File: src/design/cfc_defines.svh
// Register map, field positions, reset values and timing counts of the
// charger fault and comparator control block.
// Assumes a 40 MHz core clock; all cycle counts derive from CFC_CLK_PERIOD_NS.
`ifndef CFC_DEFINES_SVH
`define CFC_DEFINES_SVH

// ************************************************************
// Register offsets and reset values
// ************************************************************
`define CFC_ADDR_STATUS_INFO 8'h3A
`define CFC_ADDR_PRIMARY 8'h3C
`define CFC_ADDR_SECONDARY 8'h3D
`define CFC_PRIMARY_RESET 16'h0000
`define CFC_SECONDARY_RESET 16'h0000

// ************************************************************
// Field positions
// ************************************************************
`define CFC_PRI_PWRMON_BIT 3
`define CFC_PRI_OTG_EN_BIT 11
`define CFC_SEC_WOC_DIS_BIT 1
`define CFC_SEC_CMP_POL_BIT 2
`define CFC_SEC_CMP_DIS_BIT 3
`define CFC_SEC_REF_SEL_BIT 4
`define CFC_SEC_WOC_DEB_BIT 11
`define CFC_SEC_OTG_DEB_BIT 13
`define CFC_INFO_REF_BIT 15
`define CFC_INFO_OTG_HI 6
`define CFC_INFO_OTG_LO 5
`define CFC_INFO_OTG_CODE 2'h3

// ************************************************************
// Timing
// ************************************************************
`define CFC_CLK_PERIOD_NS 25
`define CFC_ADP_OV_QUAL_NS 10000
`define CFC_ADP_REL_QUAL_NS 100000
`define CFC_TEMP_REL_NS 100000
`define CFC_WOC_SLOT_NS 20000
`define CFC_WOC_WINDOW_MS 656
`define CFC_DEB_LONG_MS 1300
`define CFC_DEB_SHORT_MS 150
`define CFC_WOC_TRIP_LIMIT 3'h7
// Least times round up.
`define CFC_ADP_OV_QUAL_CYC 26'((`CFC_ADP_OV_QUAL_NS + `CFC_CLK_PERIOD_NS - 1) / `CFC_CLK_PERIOD_NS)
`define CFC_ADP_REL_QUAL_CYC 26'((`CFC_ADP_REL_QUAL_NS + `CFC_CLK_PERIOD_NS - 1) / `CFC_CLK_PERIOD_NS)
`define CFC_TEMP_REL_CYC 26'((`CFC_TEMP_REL_NS + `CFC_CLK_PERIOD_NS - 1) / `CFC_CLK_PERIOD_NS)
`define CFC_DEB_LONG_CYC 26'((`CFC_DEB_LONG_MS * 1000000 + `CFC_CLK_PERIOD_NS - 1) / `CFC_CLK_PERIOD_NS)
`define CFC_DEB_SHORT_CYC 26'((`CFC_DEB_SHORT_MS * 1000000 + `CFC_CLK_PERIOD_NS - 1) / `CFC_CLK_PERIOD_NS)
// Longest times round down.
`define CFC_WOC_SLOT_CYC 10'(`CFC_WOC_SLOT_NS / `CFC_CLK_PERIOD_NS)
`define CFC_WOC_WINDOW_CYC 26'((`CFC_WOC_WINDOW_MS * 1000000) / `CFC_CLK_PERIOD_NS)

`endif

File: src/design/cfc_pkg.sv
// Types shared by the charger fault and comparator control block.
// Assumes nothing beyond a SystemVerilog compiler.
package cfc_pkg;

	// ************************************************************
	// Function of the shared pin pair
	// ************************************************************
	typedef enum logic [1:0] {
		CFC_PINS_COMPARE,
		CFC_PINS_IDLE,
		CFC_PINS_REVERSE
	} cfc_pin_mode_type;

	// ************************************************************
	// Way overcurrent guard states
	// ************************************************************
	typedef enum logic {
		CFC_WOC_ARMED,
		CFC_WOC_SHUTDOWN
	} cfc_woc_state_type;

endpackage

File: src/design/cfc_sync.sv
// Two-flop synchroniser bank for flags that arrive from outside the clock.
// Assumes an active-low asynchronous reset already synchronised.
`timescale 1ns/10ps
module cfc_sync #(
	parameter int WIDTH = 1
) (
	// Clock and reset.
	input wire logic core_clk,
	input wire logic rst_n,
	// Raw and synchronised flags.
	input wire logic [WIDTH-1:0] async_in,
	output logic [WIDTH-1:0] sync_out
);

	logic [WIDTH-1:0] stage_one;

	// The first stage feeds only the second, to contain metastability.
	always_ff @(posedge core_clk or negedge rst_n) begin
		if (!rst_n) begin
			stage_one <= '0;
			sync_out <= '0;
		end else begin
			stage_one <= async_in;
			sync_out <= stage_one;
		end
	end

endmodule

File: src/design/cfc_qualify.sv
// Qualification counter: flags when a condition has held for limit cycles.
// Assumes the condition is synchronous to core_clk.
`timescale 1ns/10ps
module cfc_qualify (
	// Clock and reset.
	input wire logic core_clk,
	input wire logic rst_n,
	// Condition and length.
	input wire logic cond,
	input wire logic [25:0] limit,
	output logic done
);

	logic [25:0] count;

	// Restart whenever the condition lapses; saturate at the limit.
	always_ff @(posedge core_clk or negedge rst_n) begin
		if (!rst_n) begin
			count <= 26'h0000000;
		end else if (!cond) begin
			count <= 26'h0000000;
		end else if (count < limit) begin
			count <= count + 26'h0000001;
		end
	end

	assign done = cond && (count >= limit);

endmodule

File: src/design/cfc_fault_ctrl.sv
// Charger fault shutdown, recovery and shared pin pair control.
// Assumes analog thresholds arrive as digital flags and registers are
// written by an SMBus front end through the simple register port.
`timescale 1ns/10ps
`include "cfc_defines.svh"
module cfc_fault_ctrl #(
	parameter logic [25:0] WOC_WINDOW_CYC = `CFC_WOC_WINDOW_CYC,
	parameter logic [25:0] DEB_LONG_CYC = `CFC_DEB_LONG_CYC,
	parameter logic [25:0] DEB_SHORT_CYC = `CFC_DEB_SHORT_CYC
) (
	// Clock and reset.
	input wire logic core_clk,
	input wire logic reset_n,
	// Register port from the SMBus front end.
	input wire logic reg_strobe,
	input wire logic reg_write,
	input wire logic [7:0] reg_addr,
	input wire logic [15:0] reg_wdata,
	output logic [15:0] reg_rdata,
	output logic reg_rvalid,
	// Analog threshold flags.
	input wire logic adapter_voltage_sense_over,
	input wire logic adapter_voltage_sense_below,
	input wire logic system_rail_sense_over,
	input wire logic system_rail_sense_below,
	input wire logic adapter_current_over,
	input wire logic battery_current_over,
	input wire logic temp_hot,
	input wire logic temp_cool,
	input wire logic battery_above_min,
	input wire logic adapter_present,
	input wire logic compare_above_reference,
	input wire logic reverse_supply_output_ok,
	// Shared pin pair.
	input wire logic shared_enable_or_compare_input,
	output logic shared_goodflag_or_compare_output,
	output logic shared_goodflag_or_compare_output_oe,
	// Power stage and analog controls.
	output logic input_isolation_gate,
	output logic battery_fet_gate,
	output logic adapter_present_ok,
	output logic switch_enable,
	output logic ldo_enable,
	output logic reverse_supply_active,
	output logic compare_enable,
	output logic compare_ref_2v,
	output logic reference_enable
);
	import cfc_pkg::*;

	// ************************************************************
	// Reset release and input synchronisation
	// ************************************************************
	logic rst_pipe;
	logic rst_n;
	logic [12:0] flags_s;

	// Release is synchronised so all flops leave reset on the same edge.
	always_ff @(posedge core_clk or negedge reset_n) begin
		if (!reset_n) begin
			rst_pipe <= 1'b0;
			rst_n <= 1'b0;
		end else begin
			rst_pipe <= 1'b1;
			rst_n <= rst_pipe;
		end
	end

	cfc_sync #(.WIDTH(13)) flag_sync (
		.core_clk(core_clk),
		.rst_n(rst_n),
		.async_in({adapter_voltage_sense_over, adapter_voltage_sense_below,
			system_rail_sense_over, system_rail_sense_below, adapter_current_over,
			battery_current_over, temp_hot, temp_cool, battery_above_min,
			adapter_present, compare_above_reference, reverse_supply_output_ok,
			shared_enable_or_compare_input}),
		.sync_out(flags_s)
	);

	wire adp_over_s = flags_s[12];
	wire adp_below_s = flags_s[11];
	wire sys_over_s = flags_s[10];
	wire sys_below_s = flags_s[9];
	wire adp_cur_s = flags_s[8];
	wire bat_cur_s = flags_s[7];
	wire hot_s = flags_s[6];
	wire cool_s = flags_s[5];
	wire bat_ok_s = flags_s[4];
	wire adapter_s = flags_s[3];
	wire above_s = flags_s[2];
	wire vout_ok_s = flags_s[1];
	wire enable_pin_s = flags_s[0];

	// ************************************************************
	// Registers
	// ************************************************************
	logic [15:0] primary_control;
	logic [15:0] secondary_control;
	logic [15:0] status_information;
	logic otg_active;

	wire wr_primary = reg_strobe && reg_write && (reg_addr == `CFC_ADDR_PRIMARY);
	wire wr_secondary = reg_strobe && reg_write && (reg_addr == `CFC_ADDR_SECONDARY);
	wire rd_take = reg_strobe && !reg_write;
	wire [15:0] rd_mux = (reg_addr == `CFC_ADDR_STATUS_INFO) ? status_information :
		(reg_addr == `CFC_ADDR_PRIMARY) ? primary_control :
		(reg_addr == `CFC_ADDR_SECONDARY) ? secondary_control : 16'h0000;

	// Writes to the read-only status register are dropped.
	always_ff @(posedge core_clk or negedge rst_n) begin
		if (!rst_n) begin
			primary_control <= `CFC_PRIMARY_RESET;
			secondary_control <= `CFC_SECONDARY_RESET;
			reg_rdata <= 16'h0000;
			reg_rvalid <= 1'b0;
		end else begin
			if (wr_primary) primary_control <= reg_wdata;
			if (wr_secondary) secondary_control <= reg_wdata;
			reg_rvalid <= rd_take;
			if (rd_take) reg_rdata <= rd_mux;
		end
	end

	wire pwrmon_en = primary_control[`CFC_PRI_PWRMON_BIT];
	wire otg_bit = primary_control[`CFC_PRI_OTG_EN_BIT];
	wire woc_disable = secondary_control[`CFC_SEC_WOC_DIS_BIT];
	wire cmp_invert = secondary_control[`CFC_SEC_CMP_POL_BIT];
	wire cmp_disable = secondary_control[`CFC_SEC_CMP_DIS_BIT];
	wire ref_sel = secondary_control[`CFC_SEC_REF_SEL_BIT];
	wire woc_deb_short = secondary_control[`CFC_SEC_WOC_DEB_BIT];
	wire otg_deb_short = secondary_control[`CFC_SEC_OTG_DEB_BIT];

	// ************************************************************
	// Comparator and shared pin pair
	// ************************************************************
	cfc_pin_mode_type pin_mode;

	// Decode of the reverse supply bit and comparator-disable bit.
	assign pin_mode = (!cmp_disable) ? CFC_PINS_COMPARE :
		(otg_bit ? CFC_PINS_REVERSE : CFC_PINS_IDLE);

	// Reference runs with an adapter, or on battery when the monitor is on.
	wire next_ref_en = adapter_s || pwrmon_en;
	wire next_cmp_en = (pin_mode == CFC_PINS_COMPARE) && next_ref_en;
	wire cmp_level = above_s ^ cmp_invert;

	// The good flag leaves the pin only in the reverse supply pin case.
	wire next_pin_out = (pin_mode == CFC_PINS_REVERSE) ? (otg_active && vout_ok_s) :
		(next_cmp_en && cmp_level);
	wire next_pin_oe = (pin_mode != CFC_PINS_IDLE);

	// ************************************************************
	// Reverse supply request and debounce
	// ************************************************************
	wire otg_debounced;
	// In comparator pin case the pin is ignored; in reverse supply pin case it must be high; idle blocks the request.
	wire otg_request = otg_bit && bat_ok_s && (pin_mode != CFC_PINS_IDLE) &&
		((pin_mode != CFC_PINS_REVERSE) || enable_pin_s);

	cfc_qualify otg_qual (
		.core_clk(core_clk),
		.rst_n(rst_n),
		.cond(otg_request),
		.limit(otg_deb_short ? DEB_SHORT_CYC : DEB_LONG_CYC),
		.done(otg_debounced)
	);

	// Status shows reference state and the reverse supply code.
	always_comb begin
		status_information = 16'h0000;
		status_information[`CFC_INFO_REF_BIT] = reference_enable;
		if (otg_active) begin
			status_information[`CFC_INFO_OTG_HI:`CFC_INFO_OTG_LO] = `CFC_INFO_OTG_CODE;
		end
	end

	// ************************************************************
	// Adapter overvoltage
	// ************************************************************
	logic adp_fault;
	wire adp_trip_done;
	wire adp_release_done;

	cfc_qualify adp_ov_qual (
		.core_clk(core_clk),
		.rst_n(rst_n),
		.cond(adp_over_s && !adp_fault),
		.limit(`CFC_ADP_OV_QUAL_CYC),
		.done(adp_trip_done)
	);

	cfc_qualify adp_rel_qual (
		.core_clk(core_clk),
		.rst_n(rst_n),
		.cond(adp_below_s && adp_fault),
		.limit(`CFC_ADP_REL_QUAL_CYC),
		.done(adp_release_done)
	);

	// ************************************************************
	// System overvoltage and over-temperature
	// ************************************************************
	logic sys_fault;
	logic temp_fault;
	wire temp_release_done;

	cfc_qualify temp_qual (
		.core_clk(core_clk),
		.rst_n(rst_n),
		.cond(cool_s && temp_fault && !hot_s),
		.limit(`CFC_TEMP_REL_CYC),
		.done(temp_release_done)
	);

	// A fresh trip wins over a release seen in the same cycle.
	always_ff @(posedge core_clk or negedge rst_n) begin
		if (!rst_n) begin
			adp_fault <= 1'b0;
			sys_fault <= 1'b0;
			temp_fault <= 1'b0;
		end else begin
			adp_fault <= adp_trip_done || (adp_fault && !adp_release_done);
			sys_fault <= sys_over_s || (sys_fault && !sys_below_s);
			temp_fault <= hot_s || (temp_fault && !temp_release_done);
		end
	end

	// ************************************************************
	// Way overcurrent guard
	// ************************************************************
	cfc_woc_state_type woc_state;
	cfc_woc_state_type next_woc_state;
	logic [9:0] slot_cnt;
	logic slot_used;
	logic [2:0] trip_cnt;
	logic [25:0] window_cnt;
	wire woc_retry_done;

	// Comparators already encode the 12A and 16A thresholds.
	wire woc_trip = (adp_cur_s || bat_cur_s) && !woc_disable;
	wire slot_wrap = (slot_cnt == `CFC_WOC_SLOT_CYC - 10'h001);
	wire take = woc_trip && !slot_used && (woc_state == CFC_WOC_ARMED);
	wire window_over = (trip_cnt != 3'h0) && (window_cnt >= WOC_WINDOW_CYC - 26'h0000001);
	wire hit_limit = take && (trip_cnt + 3'h1 == `CFC_WOC_TRIP_LIMIT);

	cfc_qualify woc_qual (
		.core_clk(core_clk),
		.rst_n(rst_n),
		.cond(woc_state == CFC_WOC_SHUTDOWN),
		.limit(woc_deb_short ? DEB_SHORT_CYC : DEB_LONG_CYC),
		.done(woc_retry_done)
	);

	// Shutdown holds through the debounce, or until the guard is disabled, then the guard re-arms.
	always_comb begin
		next_woc_state = woc_state;
		case (woc_state)
			CFC_WOC_ARMED: begin
				if (hit_limit) next_woc_state = CFC_WOC_SHUTDOWN;
			end
			CFC_WOC_SHUTDOWN: begin
				if (woc_retry_done || woc_disable) next_woc_state = CFC_WOC_ARMED;
			end
			default: next_woc_state = CFC_WOC_ARMED;
		endcase
	end

	// One count per slot keeps a stuck comparator from tripping instantly.
	always_ff @(posedge core_clk or negedge rst_n) begin
		if (!rst_n) begin
			slot_cnt <= 10'h000;
			slot_used <= 1'b0;
		end else begin
			slot_cnt <= slot_wrap ? 10'h000 : slot_cnt + 10'h001;
			slot_used <= !slot_wrap && (slot_used || take);
		end
	end

	// The window opens at the first count and clears the tally on expiry, or restarts it at one if a count lands then.
	always_ff @(posedge core_clk or negedge rst_n) begin
		if (!rst_n) begin
			woc_state <= CFC_WOC_ARMED;
			trip_cnt <= 3'h0;
			window_cnt <= 26'h0000000;
		end else begin
			woc_state <= next_woc_state;
			if (woc_disable || hit_limit || (window_over && !take)) begin
				trip_cnt <= 3'h0;
				window_cnt <= 26'h0000000;
			end else if (window_over) begin
				trip_cnt <= 3'h1;
				window_cnt <= 26'h0000000;
			end else begin
				if (take) trip_cnt <= trip_cnt + 3'h1;
				if (take || trip_cnt != 3'h0) window_cnt <= window_cnt + 26'h0000001;
			end
		end
	end

	// ************************************************************
	// Output stage
	// ************************************************************
	wire woc_shut = (woc_state == CFC_WOC_SHUTDOWN);
	wire input_ok = !adp_fault && !woc_shut;
	wire next_switch = input_ok && !sys_fault && !temp_fault;
	// Battery FET carries the load when adapter overvoltage cuts the path or the adapter is absent.
	wire next_bfet = adp_fault || !adapter_s;

	// All outputs leave flops so downstream drivers never see decode glitches.
	always_ff @(posedge core_clk or negedge rst_n) begin
		if (!rst_n) begin
			input_isolation_gate <= 1'b0;
			battery_fet_gate <= 1'b0;
			adapter_present_ok <= 1'b0;
			switch_enable <= 1'b0;
			ldo_enable <= 1'b0;
			otg_active <= 1'b0;
			reverse_supply_active <= 1'b0;
			compare_enable <= 1'b0;
			compare_ref_2v <= 1'b0;
			reference_enable <= 1'b0;
			shared_goodflag_or_compare_output <= 1'b0;
			shared_goodflag_or_compare_output_oe <= 1'b0;
		end else begin
			input_isolation_gate <= input_ok;
			battery_fet_gate <= next_bfet;
			adapter_present_ok <= input_ok && adapter_s;
			switch_enable <= next_switch;
			ldo_enable <= !temp_fault;
			otg_active <= otg_debounced && next_switch;
			reverse_supply_active <= otg_debounced && next_switch;
			compare_enable <= next_cmp_en;
			compare_ref_2v <= ref_sel;
			reference_enable <= next_ref_en;
			shared_goodflag_or_compare_output <= next_pin_out;
			shared_goodflag_or_compare_output_oe <= next_pin_oe;
		end
	end
endmodule

File: config.mk
export PLATFORM = sky130hd
export DESIGN_NAME = cfc_fault_ctrl
export DESIGN_NICKNAME = d
export VERILOG_FILES = /design/src/design/cfc_pkg.sv /design/src/design/cfc_sync.sv /design/src/design/cfc_qualify.sv /design/src/design/cfc_fault_ctrl.sv
export VERILOG_INCLUDE_DIRS = /design/src /design/src/design
export SDC_FILE = /design/constraint.sdc
export NUM_CORES = 1
export LEC_CHECK = 0
export ABC_AREA = 1
export BUFFER_PORTS_ARGS = -buffer_cell sky130_fd_sc_hd__buf_4
export CAP_MARGIN = 20
export CORE_ASPECT_RATIO = 0.5
export CORE_MARGIN = 2
export CORE_UTILIZATION = 60
export DETAILED_ROUTE_END_ITERATION = 8
export PLACE_DENSITY = 0.78
export SYNTH_ARGS = -nofsm -noshare
export SYNTH_HDL_FRONTEND = slang
export SYNTH_SLANG_ARGS = --single-unit
File: constraint.sdc
create_clock -name core_clk -period 8.58 [get_ports core_clk]
set_input_delay 0.858 -clock core_clk [delete_from_list [all_inputs] [get_ports core_clk]]
set_output_delay 0.858 -clock core_clk [all_outputs]
set_load 0.01 [all_outputs]
# ---- After elaboration in Yosys (flattened, before gate mapping)
# Index checks and enable logic that the tools add are counted.
dict set report classes {
  n_addsub 8
  bitwise 2
  mux 29
  reduce_logical 64
  order_cmp 11
  n_eq_ne 13
}
# op count
set ops {}
lappend ops {{26-bit 2-to-1 mux} 15}
lappend ops {{26-bit by 1-bit adder with 26-bit output, second input constant} 6}
lappend ops {{26-bit by 12-bit >= comparator with 1-bit output, second input constant} 2}
lappend ops {{26-bit >= comparator} 2}
lappend ops {{26-bit by 12-bit less-than comparator with 1-bit output, second input constant} 2}
lappend ops {{26-bit less-than comparator} 2}
lappend ops {{16-bit 2-to-1 mux} 3}
lappend ops {{1-bit logical AND} 34}
lappend ops {{26-bit by 25-bit >= comparator with 1-bit output, second input constant} 1}
lappend ops {{26-bit by 9-bit >= comparator with 1-bit output, second input constant} 1}
lappend ops {{26-bit by 9-bit less-than comparator with 1-bit output, second input constant} 1}
lappend ops {{8-bit by 6-bit == test with 1-bit output, second input constant} 3}
lappend ops {{1-bit logical NOT} 14}
lappend ops {{1-bit logical OR} 12}
lappend ops {{10-bit by 1-bit adder with 10-bit output, second input constant} 1}
lappend ops {{10-bit == test, second input constant} 1}
lappend ops {{10-bit 2-to-1 mux} 1}
lappend ops {{2-bit inequality test, second input constant} 5}
lappend ops {{3-bit 2-to-1 mux} 3}
lappend ops {{3-bit nonzero test} 3}
lappend ops {{2-bit 2-to-1 mux} 3}
lappend ops {{2-bit by 1-bit inequality test with 1-bit output, second input constant} 2}
lappend ops {{3-bit by 1-bit adder with 3-bit output, second input constant} 1}
lappend ops {{3-bit == test, second input constant} 1}
lappend ops {{other kinds (6)} 8}
dict set report word_totals {
  inputBits 41
  wordCells 159
  reg_bits 262
}

# ---- Longest topological paths before layout
# Gate-level depths: netlist of run 1.
dict set report depth {
  ltp_word 8
  mapped_depth 12
}

# ---- Cells and area by module
# Synthesis of run 1 repeated with hierarchy kept, for this count alone.
dict set report hier_totals {
  cells_unflattened 2808
  area_unflattened_um2 20270.7
}
# mod seq_area_each_um2 n_inst area_each_um2 cells_each
set by_module_without_submodules {}
lappend by_module_without_submodules {cfc_qualify 650.6 5 2895.3 430}
lappend by_module_without_submodules {cfc_fault_ctrl 2652.5 1 5143.7 632}
lappend by_module_without_submodules {cfc_sync 650.6 1 650.6 26}

# ---- Worst setup path after synthesis of run 1
# No wires, ideal clock.
dict set report synth_path {
  path_kind {register -> register}
  from {register secondary_control[11]}
  to {register woc_qual.count[24]}
  setup_time_ns 0.117
  n_path_buf 1
  path_slack_ns 6.663
  synth_period_minus_slack_ns 1.917
  arrival_ns 1.800
  path_stages_with_launch 12
  t_required_ns 8.463
  cell_sequence {dfrtp_1 -> inv_1 -> ha_1 -> nor3b_1 -> nand2_1 -> nor2_1 -> nand2_1 -> nand3_4 -> nand2_4 -> buf_6 -> nand2_1 -> nand2_1}
}
dict set report synth_via {
  elab_chain_cells 3
}
# item line
set synth_lines {}
lappend synth_lines {{from (decl)} cfc_fault_ctrl.sv:98} ;# logic [15:0] secondary_control;
lappend synth_lines {{from (signal assigned)} cfc_fault_ctrl.sv:113} ;# secondary_control <= `CFC_SECONDARY_RESET;
lappend synth_lines {{from (signal assigned)} cfc_fault_ctrl.sv:118} ;# if (wr_secondary) secondary_control <= reg_wdata;
lappend synth_lines {{26-bit 2-to-1 mux} cfc_fault_ctrl.sv:250} ;# .limit(woc_deb_short ? DEB_SHORT_CYC : DEB_LONG_CYC),
lappend synth_lines {{26-bit less-than comparator} cfc_qualify.sv:22} ;# end else if (count < limit) begin
lappend synth_lines {{2-bit by 1-bit inequality test with 1-bit output (no line)} n/a}
lappend synth_lines {{to (signal assigned)} cfc_qualify.sv:23} ;# count <= count + 26'h0000001;
lappend synth_lines {{to (decl)} cfc_qualify.sv:14} ;# logic [25:0] count;
# No other way between the ends.
# A chain may end at the register's enable or synchronous reset.

# ---- Worst setup path in the final report of run 1
dict set report layout_path {
  from {register secondary_control[13]}
  to {register otg_qual.count[8]}
}
dict set report layout_via {
  elab_chain_cells 3
}
# item line
set layout_lines {}
lappend layout_lines {{26-bit 2-to-1 mux} cfc_fault_ctrl.sv:164} ;# .limit(otg_deb_short ? DEB_SHORT_CYC : DEB_LONG_CYC),
lappend layout_lines {{26-bit less-than comparator} cfc_qualify.sv:22}
lappend layout_lines {{2-bit inequality test (no line)} n/a}
lappend layout_lines {{to (signal assigned)} cfc_qualify.sv:23}
lappend layout_lines {{to (decl)} cfc_qualify.sv:14}
# No other way between the ends.

==> summary.txt, run 1 <==
Routing
  – Post-DRT Antenna Nets: 0
  – Vias per cell: 5.470
  – First DRT Iteration DRCs: 940
  – WL per Instance: 14.83 um
  – DRC Markers: 0
  – Via count: 11150
  – Final wirelength: 30220 um
  – Detailed-router iteration count before antenna repair: 5

Synthesis
  – Yosys cell types: 48
  – Synthesized area per cell: 8.005 um^2
  – Post-Syn Nets: 1741
  – Most instantiated cells after synthesis: 408 x nand2_1, 262 x dfrtp_1, 234 x nor2_1, 194 x inv_1, 148 x nand3_1
  – Synthesized instance count: 1665
  – Largest cells by area after synthesis: dfrtp_1 49%, nand2_1 11%, nor2_1 6.6%, nand3_1 5.6%, inv_1 5.5%
  – Top-area cell type share of the netlist area: 49.19%
  – YS warnings: 0
  – Area leader, netlist: dfrtp_1
  – Synth Cell Area: 13330 um^2
  – EDFF count, synth: 0
  – Async SR Flop Fraction: 100.0%
  – Top-count cell post-synth: nand2_1
  – FF+latch count, synth: 262
  – Seq/Total Area, Yosys: 49.19%
  – Main flop type after synthesis: dfrtp_1

Floorplanning
  – Core ar.: 21730 um^2
  – Die area: 23500 um^2
  – Starting Density: 61.34%
  – Site Rows: 38
  – IO Pins: 69
  – Die Y: 109.4 um
  – Die extent in x: 214.8 um

Timing
  – Final Slew Violations: 0
  – Clk_skew: 0.009019 ns
  – Fmax: 0.3698 GHz
  – Period utilization: 31.51%
  – Setup TNS: 0 ns
  – Slew HR: 37.97%
  – Setup Viol. Count Final: 0
  – Least-Margin Pin Slew: 0.9283 ns
  – Final Hold Vio Count: 0
  – RSZ-0062 raised after global routing: no
  – Crit path time final: 2.704 ns

Clocking
  – Hold buffer count at CTS: 0
  – CTS tree: yes
  – Root buffer cell: clkbuf_16
  – Postcts setup bufs: 0
  – Num CTS Buffers: 23
  – Clock Latency Late Sink: 0.53 ns
  – H-tree Lvls: 1
  – CTS-repair resized insts: 0
  – Worst-path clk slew: 0.07 ns
  – CTS Sinks: 262
  – Number of buffers on the longest clock path: 3

Min path
  – Hold Crit Class: in2async

Finish
  – Filler Cell Count: 1788
  – P&R area growth vs syn: 11.77%
  – Fin cells: 2038
  – Share of cells above drive strength 1: 8.348%
  – Final core occ: 68.57%
  – Nets: 1798

Pwr
  – Switch share: 25.62%
  – Share of power burned in combinational logic: 9.8%
  – Register share of total power: 48.5%
  – VDD IR max: 0.1233 mV
  – Leakage: 7.056 nW
  – P_int: 2.051 mW
  – Pwr Density: 185.1 nW/um^2
  – Net Switching: 706.5 uW
  – Clock power share: 41.7%

Status
  – Run status: complete, no violations

Global route
  – First-pass GRT wire length: 51450 um
  – Global Route Usage Sum: 26.71%
  – Initial antenna violation count: 1
  – Total grt overflow: 0
  – Largest net degree at the start of global routing: 84
  – Vias in the first global route: 10850

Job
  – Max cap viols: 0

Setup path
  – Required time worst endpoint: 9.02 ns
  – WS Path Type: reg2reg
  – Crit path capture type: flip-flop
  – Startpoint Class: flip-flop
  – Worst-path fanout max: 26
  – Crit path DAT: 3.15 ns

Place
  – Port buffer count: 68
  – Placed Cells: 1995
  – Hpwl dp: 21030 um
  – Routability Congestion: 0.9493
-- critical path, stage by stage, from the launching register on --
cell	delay, ns
dfrtp_1	0.51
inv_1	0.19
ha_1	0.33
a21o_1	0.16
a21oi_1	0.13
nor2_1	0.05
nand3b_2	0.49
nand2_2	0.55
nand2_1	0.10
o21ai_1	0.09
-- stage by stage --
step           total power, mW  setup slack, ns  hold slack, ns  cell area, um^2
2_1_floorplan            1.550           0.7378          0.3312            13330
3_3_place_gp             1.617            5.838          0.3348            14040
3_5_place_dp             1.630            5.621          0.3347            14040
4_1_cts                  2.774            5.867         0.08409            14860
5_1_grt                  2.881            5.582         0.09083            14900
6_report                 2.758            5.876         0.09115            14900
-- layout by cell type (no fill, tap or decap), drive strengths merged --
master / synthesis / routed
a21o: 1 / 1
a21oi: 22 / 22
a22o: 11 / 11
a31o: 1 / 1
a31oi: 1 / 1
a41oi: 1 / 1
and3: 1 / 1
buf: 22 / 76
bufinv: 0 / 6
clkbuf: 22 / 27
clkinv: 2 / 7
clkinvlp: 0 / 1
conb: 1 / 1
dfrtp: 262 / 262
diode: 0 / 1
ha: 35 / 35
inv: 197 / 198
nand2: 415 / 415
nand3: 150 / 150
nand3b: 4 / 4
nand4: 40 / 40
nor2: 243 / 243
nor3: 53 / 53
nor3b: 5 / 5
nor4: 8 / 8
o211ai: 2 / 2
o21a: 1 / 1
o21ai: 75 / 75
o21bai: 3 / 3
o22ai: 3 / 3
o31ai: 8 / 8
o32ai: 1 / 1
or2: 2 / 2
xnor2: 12 / 12
xor2: 61 / 61
-- layout make-up --
| type | count | area (um^2) | area share (%) |
|---|---|---|---|
| diodes | 1 | 2.502 | 0.01680 |
| clock inverters | 13 | 221.5 | 1.487 |
| multi-input cells | 1160 | 5803 | 38.95 |
| well taps | 300 | 375.4 | 2.520 |
| inverters | 199 | 747.0 | 5.014 |
| flip-flops and latches | 262 | 6560 | 44.03 |
| repair buffers | 76 | 588.1 | 3.947 |
| clock buffers | 27 | 600.6 | 4.031 |
-- power by group through the flow --
stage | Sequential, mW | Clock, mW | Combinational (mW)
2_1_floorplan | 1.37 | 0 | 0.182
3_3_place_gp | 1.36 | 0 | 0.259
3_5_place_dp | 1.36 | 0 | 0.268
4_1_cts | 1.34 | 1.17 | 0.269
5_1_grt | 1.35 | 1.22 | 0.310
6_report | 1.34 | 1.15 | 0.270
-- logic make-up (layout without fill, tap and decap cells) --
| kind of cell | after synthesis | count (layout) | synth area share, % |
|---|---|---|---|
| AND/OR/NAND/NOR | 921 | 921 | 29.78 |
| flip-flops | 262 | 262 | 49.19 |
| buffers and inverters | 243 | 315 | 7.275 |
| AO/OA/AOI/OAI | 130 | 130 | 5.651 |
| XOR/XNOR | 73 | 73 | 4.797 |
| adder cells (fa/ha/maj) | 35 | 35 | 3.285 |
| other | 1 | 2 | 0.02813 |
-- path summary, 6_finish.rpt --
| check | from | to | slack [ns] | cells past startpoint |
|---|---|---|---|---|
| max | secondary_control[13] | otg_qual.count[8] | 5.88 | 9 |
| min | reset_n | rst_n | 0.09 | 1 |
| max reg2reg | secondary_control[13] | otg_qual.count[8] | 5.88 | 9 |
| min reg2reg | flag_sync.stage_one[11] | flag_sync.sync_out[11] | 0.35 | 0 |
| max in group asynchronous | rst_n | temp_qual.count[12] | 6.17 | 2 |
| min in group core_clk | flag_sync.stage_one[11] | flag_sync.sync_out[11] | 0.35 | 0 |
-- registers in the layout, summed over array words and instances (netlist names), 16 cells and up --
| register | flops |
|---|---|
| adp_ov_qual.count | 26 |
| secondary_control | 16 |
| woc_qual.count | 26 |
| temp_qual.count | 26 |
| primary_control | 16 |
| reg_rdata | 16 |
| adp_rel_qual.count | 26 |
| otg_qual.count | 26 |
| window_cnt | 26 |
-- routing by layer --
layer / share of wire, % / GRT usage [%] / vias up
li1: - / - / 5424
met1: 44 / 35.00 / 5342
met2: 47 / 46.19 / 311
met3: 5.5 / 4.952 / 70
met4: 2.8 / 7.837 / 0
met5: 0 / 0 / -
Note: power is estimated with default switching activity, not from simulation.
==> run 2: changes to the inputs <==
--- a/config.mk
+++ b/config.mk
@@ -11,9 +11,9 @@
 export CAP_MARGIN = 20
 export CORE_ASPECT_RATIO = 0.5
 export CORE_MARGIN = 2
-export CORE_UTILIZATION = 60
+export CORE_UTILIZATION = 56
 export DETAILED_ROUTE_END_ITERATION = 8
-export PLACE_DENSITY = 0.78
+export PLACE_DENSITY = 0.77
 export SYNTH_ARGS = -nofsm -noshare
 export SYNTH_HDL_FRONTEND = slang
 export SYNTH_SLANG_ARGS = --single-unit
==> constraint.sdc (replaced) <==
create_clock -name core_clk -period 2.4 [get_ports core_clk]
set_input_delay 0.24 -clock core_clk [delete_from_list [all_inputs] [get_ports core_clk]]
set_output_delay 0.24 -clock core_clk [all_outputs]
set_load 0.01 [all_outputs]
==> run 2 against run 1 <==
First-iteration DRC count is 21% higher. Cell area grew 3.7%. Critical endpoint is now otg_qual.count[6]. Clock skew increased by 0.0044 ns. Highest routed layer unchanged. Global-route usage decreased by 0.86 points. Register-to-register slack worse by 5.7 ns.
==> summary.txt, run 2 (synthesis gave the netlist of run 1 again) <==
Routing
  – Metal1 wirelength: 14210 um
  – Post-DRT Antenna Nets: 0
  – Via count: 11350
  – Detailed-router iteration count before antenna repair: 5
  – Top Layer Used: met4
  – WL per Instance: 15.11 um
  – DR WL met3: 1529 um
  – Length of routed met2 wiring: 15010 um
  – Final wirelength: 31650 um
  – Vias per cell: 5.420
  – First DRT Iteration DRCs: 1137
  – DRC Markers: 0

Timing
  – Fmax: 0.4575 GHz
  – Clk_skew: 0.01341 ns
  – Slew HR: 55.11%
  – Worst hold slack: 0.02019 ns
  – Setup Viol. Count Final: 0
  – Final Hold Vio Count: 0
  – Final worst slack: 0.2142 ns
  – Period utilization: 91.07%
  – RSZ-0062 raised after global routing: no
  – Crit path time final: 2.186 ns
  – Least-Margin Pin Slew: 0.6682 ns
  – Final Slew Violations: 0

Setup path
  – Required time worst endpoint: 2.82 ns
  – Crit-path slowest cell: dfrtp_2
  – Crit-path cells: inv_1 -> ha_1 -> nand3_1 -> nor2_1 -> nand2_1 -> nor2_1 -> nand2_1 -> nand3b_2 -> buf_4 -> inv_1 -> nand3_1 -> nand2_1
  – WS Path Type: reg2reg
  – Crit path DAT: 2.61 ns
  – Slowest stage delay, CP: 0.46 ns
  – Startpoint Class: flip-flop
  – Crit path capture type: flip-flop
  – Worst-path fanout max: 8
  – Most frequent CP cell: nand2_1

Finish
  – Most frequent cells in the layout: 408 x nand2_1, 259 x dfrtp_1, 234 x nor2_1
  – Cell area after layout: 15440 um^2
  – Fin cells: 2094
  – Nets: 1845
  – P&R area growth vs syn: 15.85%
  – # diodes: 0
  – Most common cell after layout, fill and taps aside: nand2_1
  – Share of cells above drive strength 1: 9.681%

Place
  – Routability Congestion: 0.9827
  – DP Area: 14260 um^2
  – Hpwl dp: 22150 um
  – Port buffer count: 68
  – Placed Cells: 2023
  – Setup WS pre-CTS: 0.01872 ns

Clocking
  – Num CTS Buffers: 24
  – Worst-path clk slew: 0.07 ns
  – H-tree Lvls: 1
  – Clock Latency Late Sink: 0.54 ns
  – CTS tree: yes
  – Number of buffers on the longest clock path: 3
  – Root buffer cell: clkbuf_16
  – CTS Sinks: 262

Pwr
  – Leakage: 7.324 nW
  – Pwr Total: 10.19 mW
  – VDD IR max: 0.4852 mV
  – Pwr Density: 660.2 nW/um^2

Floorplanning
  – Site Rows: 39
  – Die extent in x: 222.2 um
  – Starting Density: 57.75%
  – Core ar.: 23080 um^2
  – Die Y: 113.1 um
  – IO Pins: 69
  – Die area: 25130 um^2

Global route
  – Largest net degree at the start of global routing: 59
  – Vias in the first global route: 11050
  – First-pass GRT wire length: 53550 um
  – Total grt overflow: 0
  – Initial antenna violation count: 0
  – Global Route Usage Sum: 25.85%

Job
  – Max cap viols: 0

Min path
  – Hold Crit Class: in2async

Status
  – Run status: complete, no violations
run 2: cell type report:
| class | instances | area (um^2) |
|---|---|---|
| fill | 1845 | 7639 |
| sequential | 262 | 6563 |
| multi-input combinational | 1160 | 5813 |
| timing repair buffer | 122 | 1037 |
| inverter | 199 | 747.0 |
| clock buffer | 30 | 684.4 |
| tap | 307 | 384.1 |
| clock inverter | 14 | 214.0 |
run 2: routing by layer:
layer	GRT usage, %	vias up
met1	35.53	5415
met2	43.22	343
met5	0	-
li1	-	5537
met3	3.428	55
met4	8.153	0
run 2: worst max-delay path, delay by kind of cell (launching register included):
| family | cells | cell delay (ns) |
|---|---|---|
| buffers and inverters | 3 | 0.42 |
| adders and majority gates | 1 | 0.33 |
| and+or+nand+nor | 8 | 0.85 |
| DFF | 1 | 0.46 |
run 2: report_power, final:
group | switching (mW) | internal (mW) | leakage [nW]
logic | 0.723 | 0.362 | 3.36
clock network | 1.75 | 2.58 | 0.439
registers | 0.182 | 4.60 | 3.52
total | 2.65 | 7.54 | 7.32
run 2: repair_timing:
action	in CTS	in global routing
buffers inserted	0	0
hold endpoints to repair	40	0
setup endpoints to repair	0	51
hold buffers	27	0
gates resized for setup	0	5
run 2: worst paths after layout:
path                                               to              startpoint  slack, ns  depth (start not counted)
max in group asynchronous              window_cnt[14]                   rst_n       1.29                          1
worst max-delay path                otg_qual.count[6]   secondary_control[13]       0.21                         12
worst min register to register  flag_sync.sync_out[4]  flag_sync.stage_one[4]       0.34                          0
worst max register to register      otg_qual.count[6]   secondary_control[13]       0.21                         12
min in group core_clk              primary_control[1]            reg_wdata[1]       0.03                          3
worst min-delay path                            rst_n                 reset_n       0.02                          2
run 2: stage by stage:
step	setup TNS [ns]	utilization [%]
after floorplan	-58.93	-
after global placement	0	61.77
after detailed placement	0	61.77
after CTS	0	66.83
after global routing	0	66.91
final	0	66.91
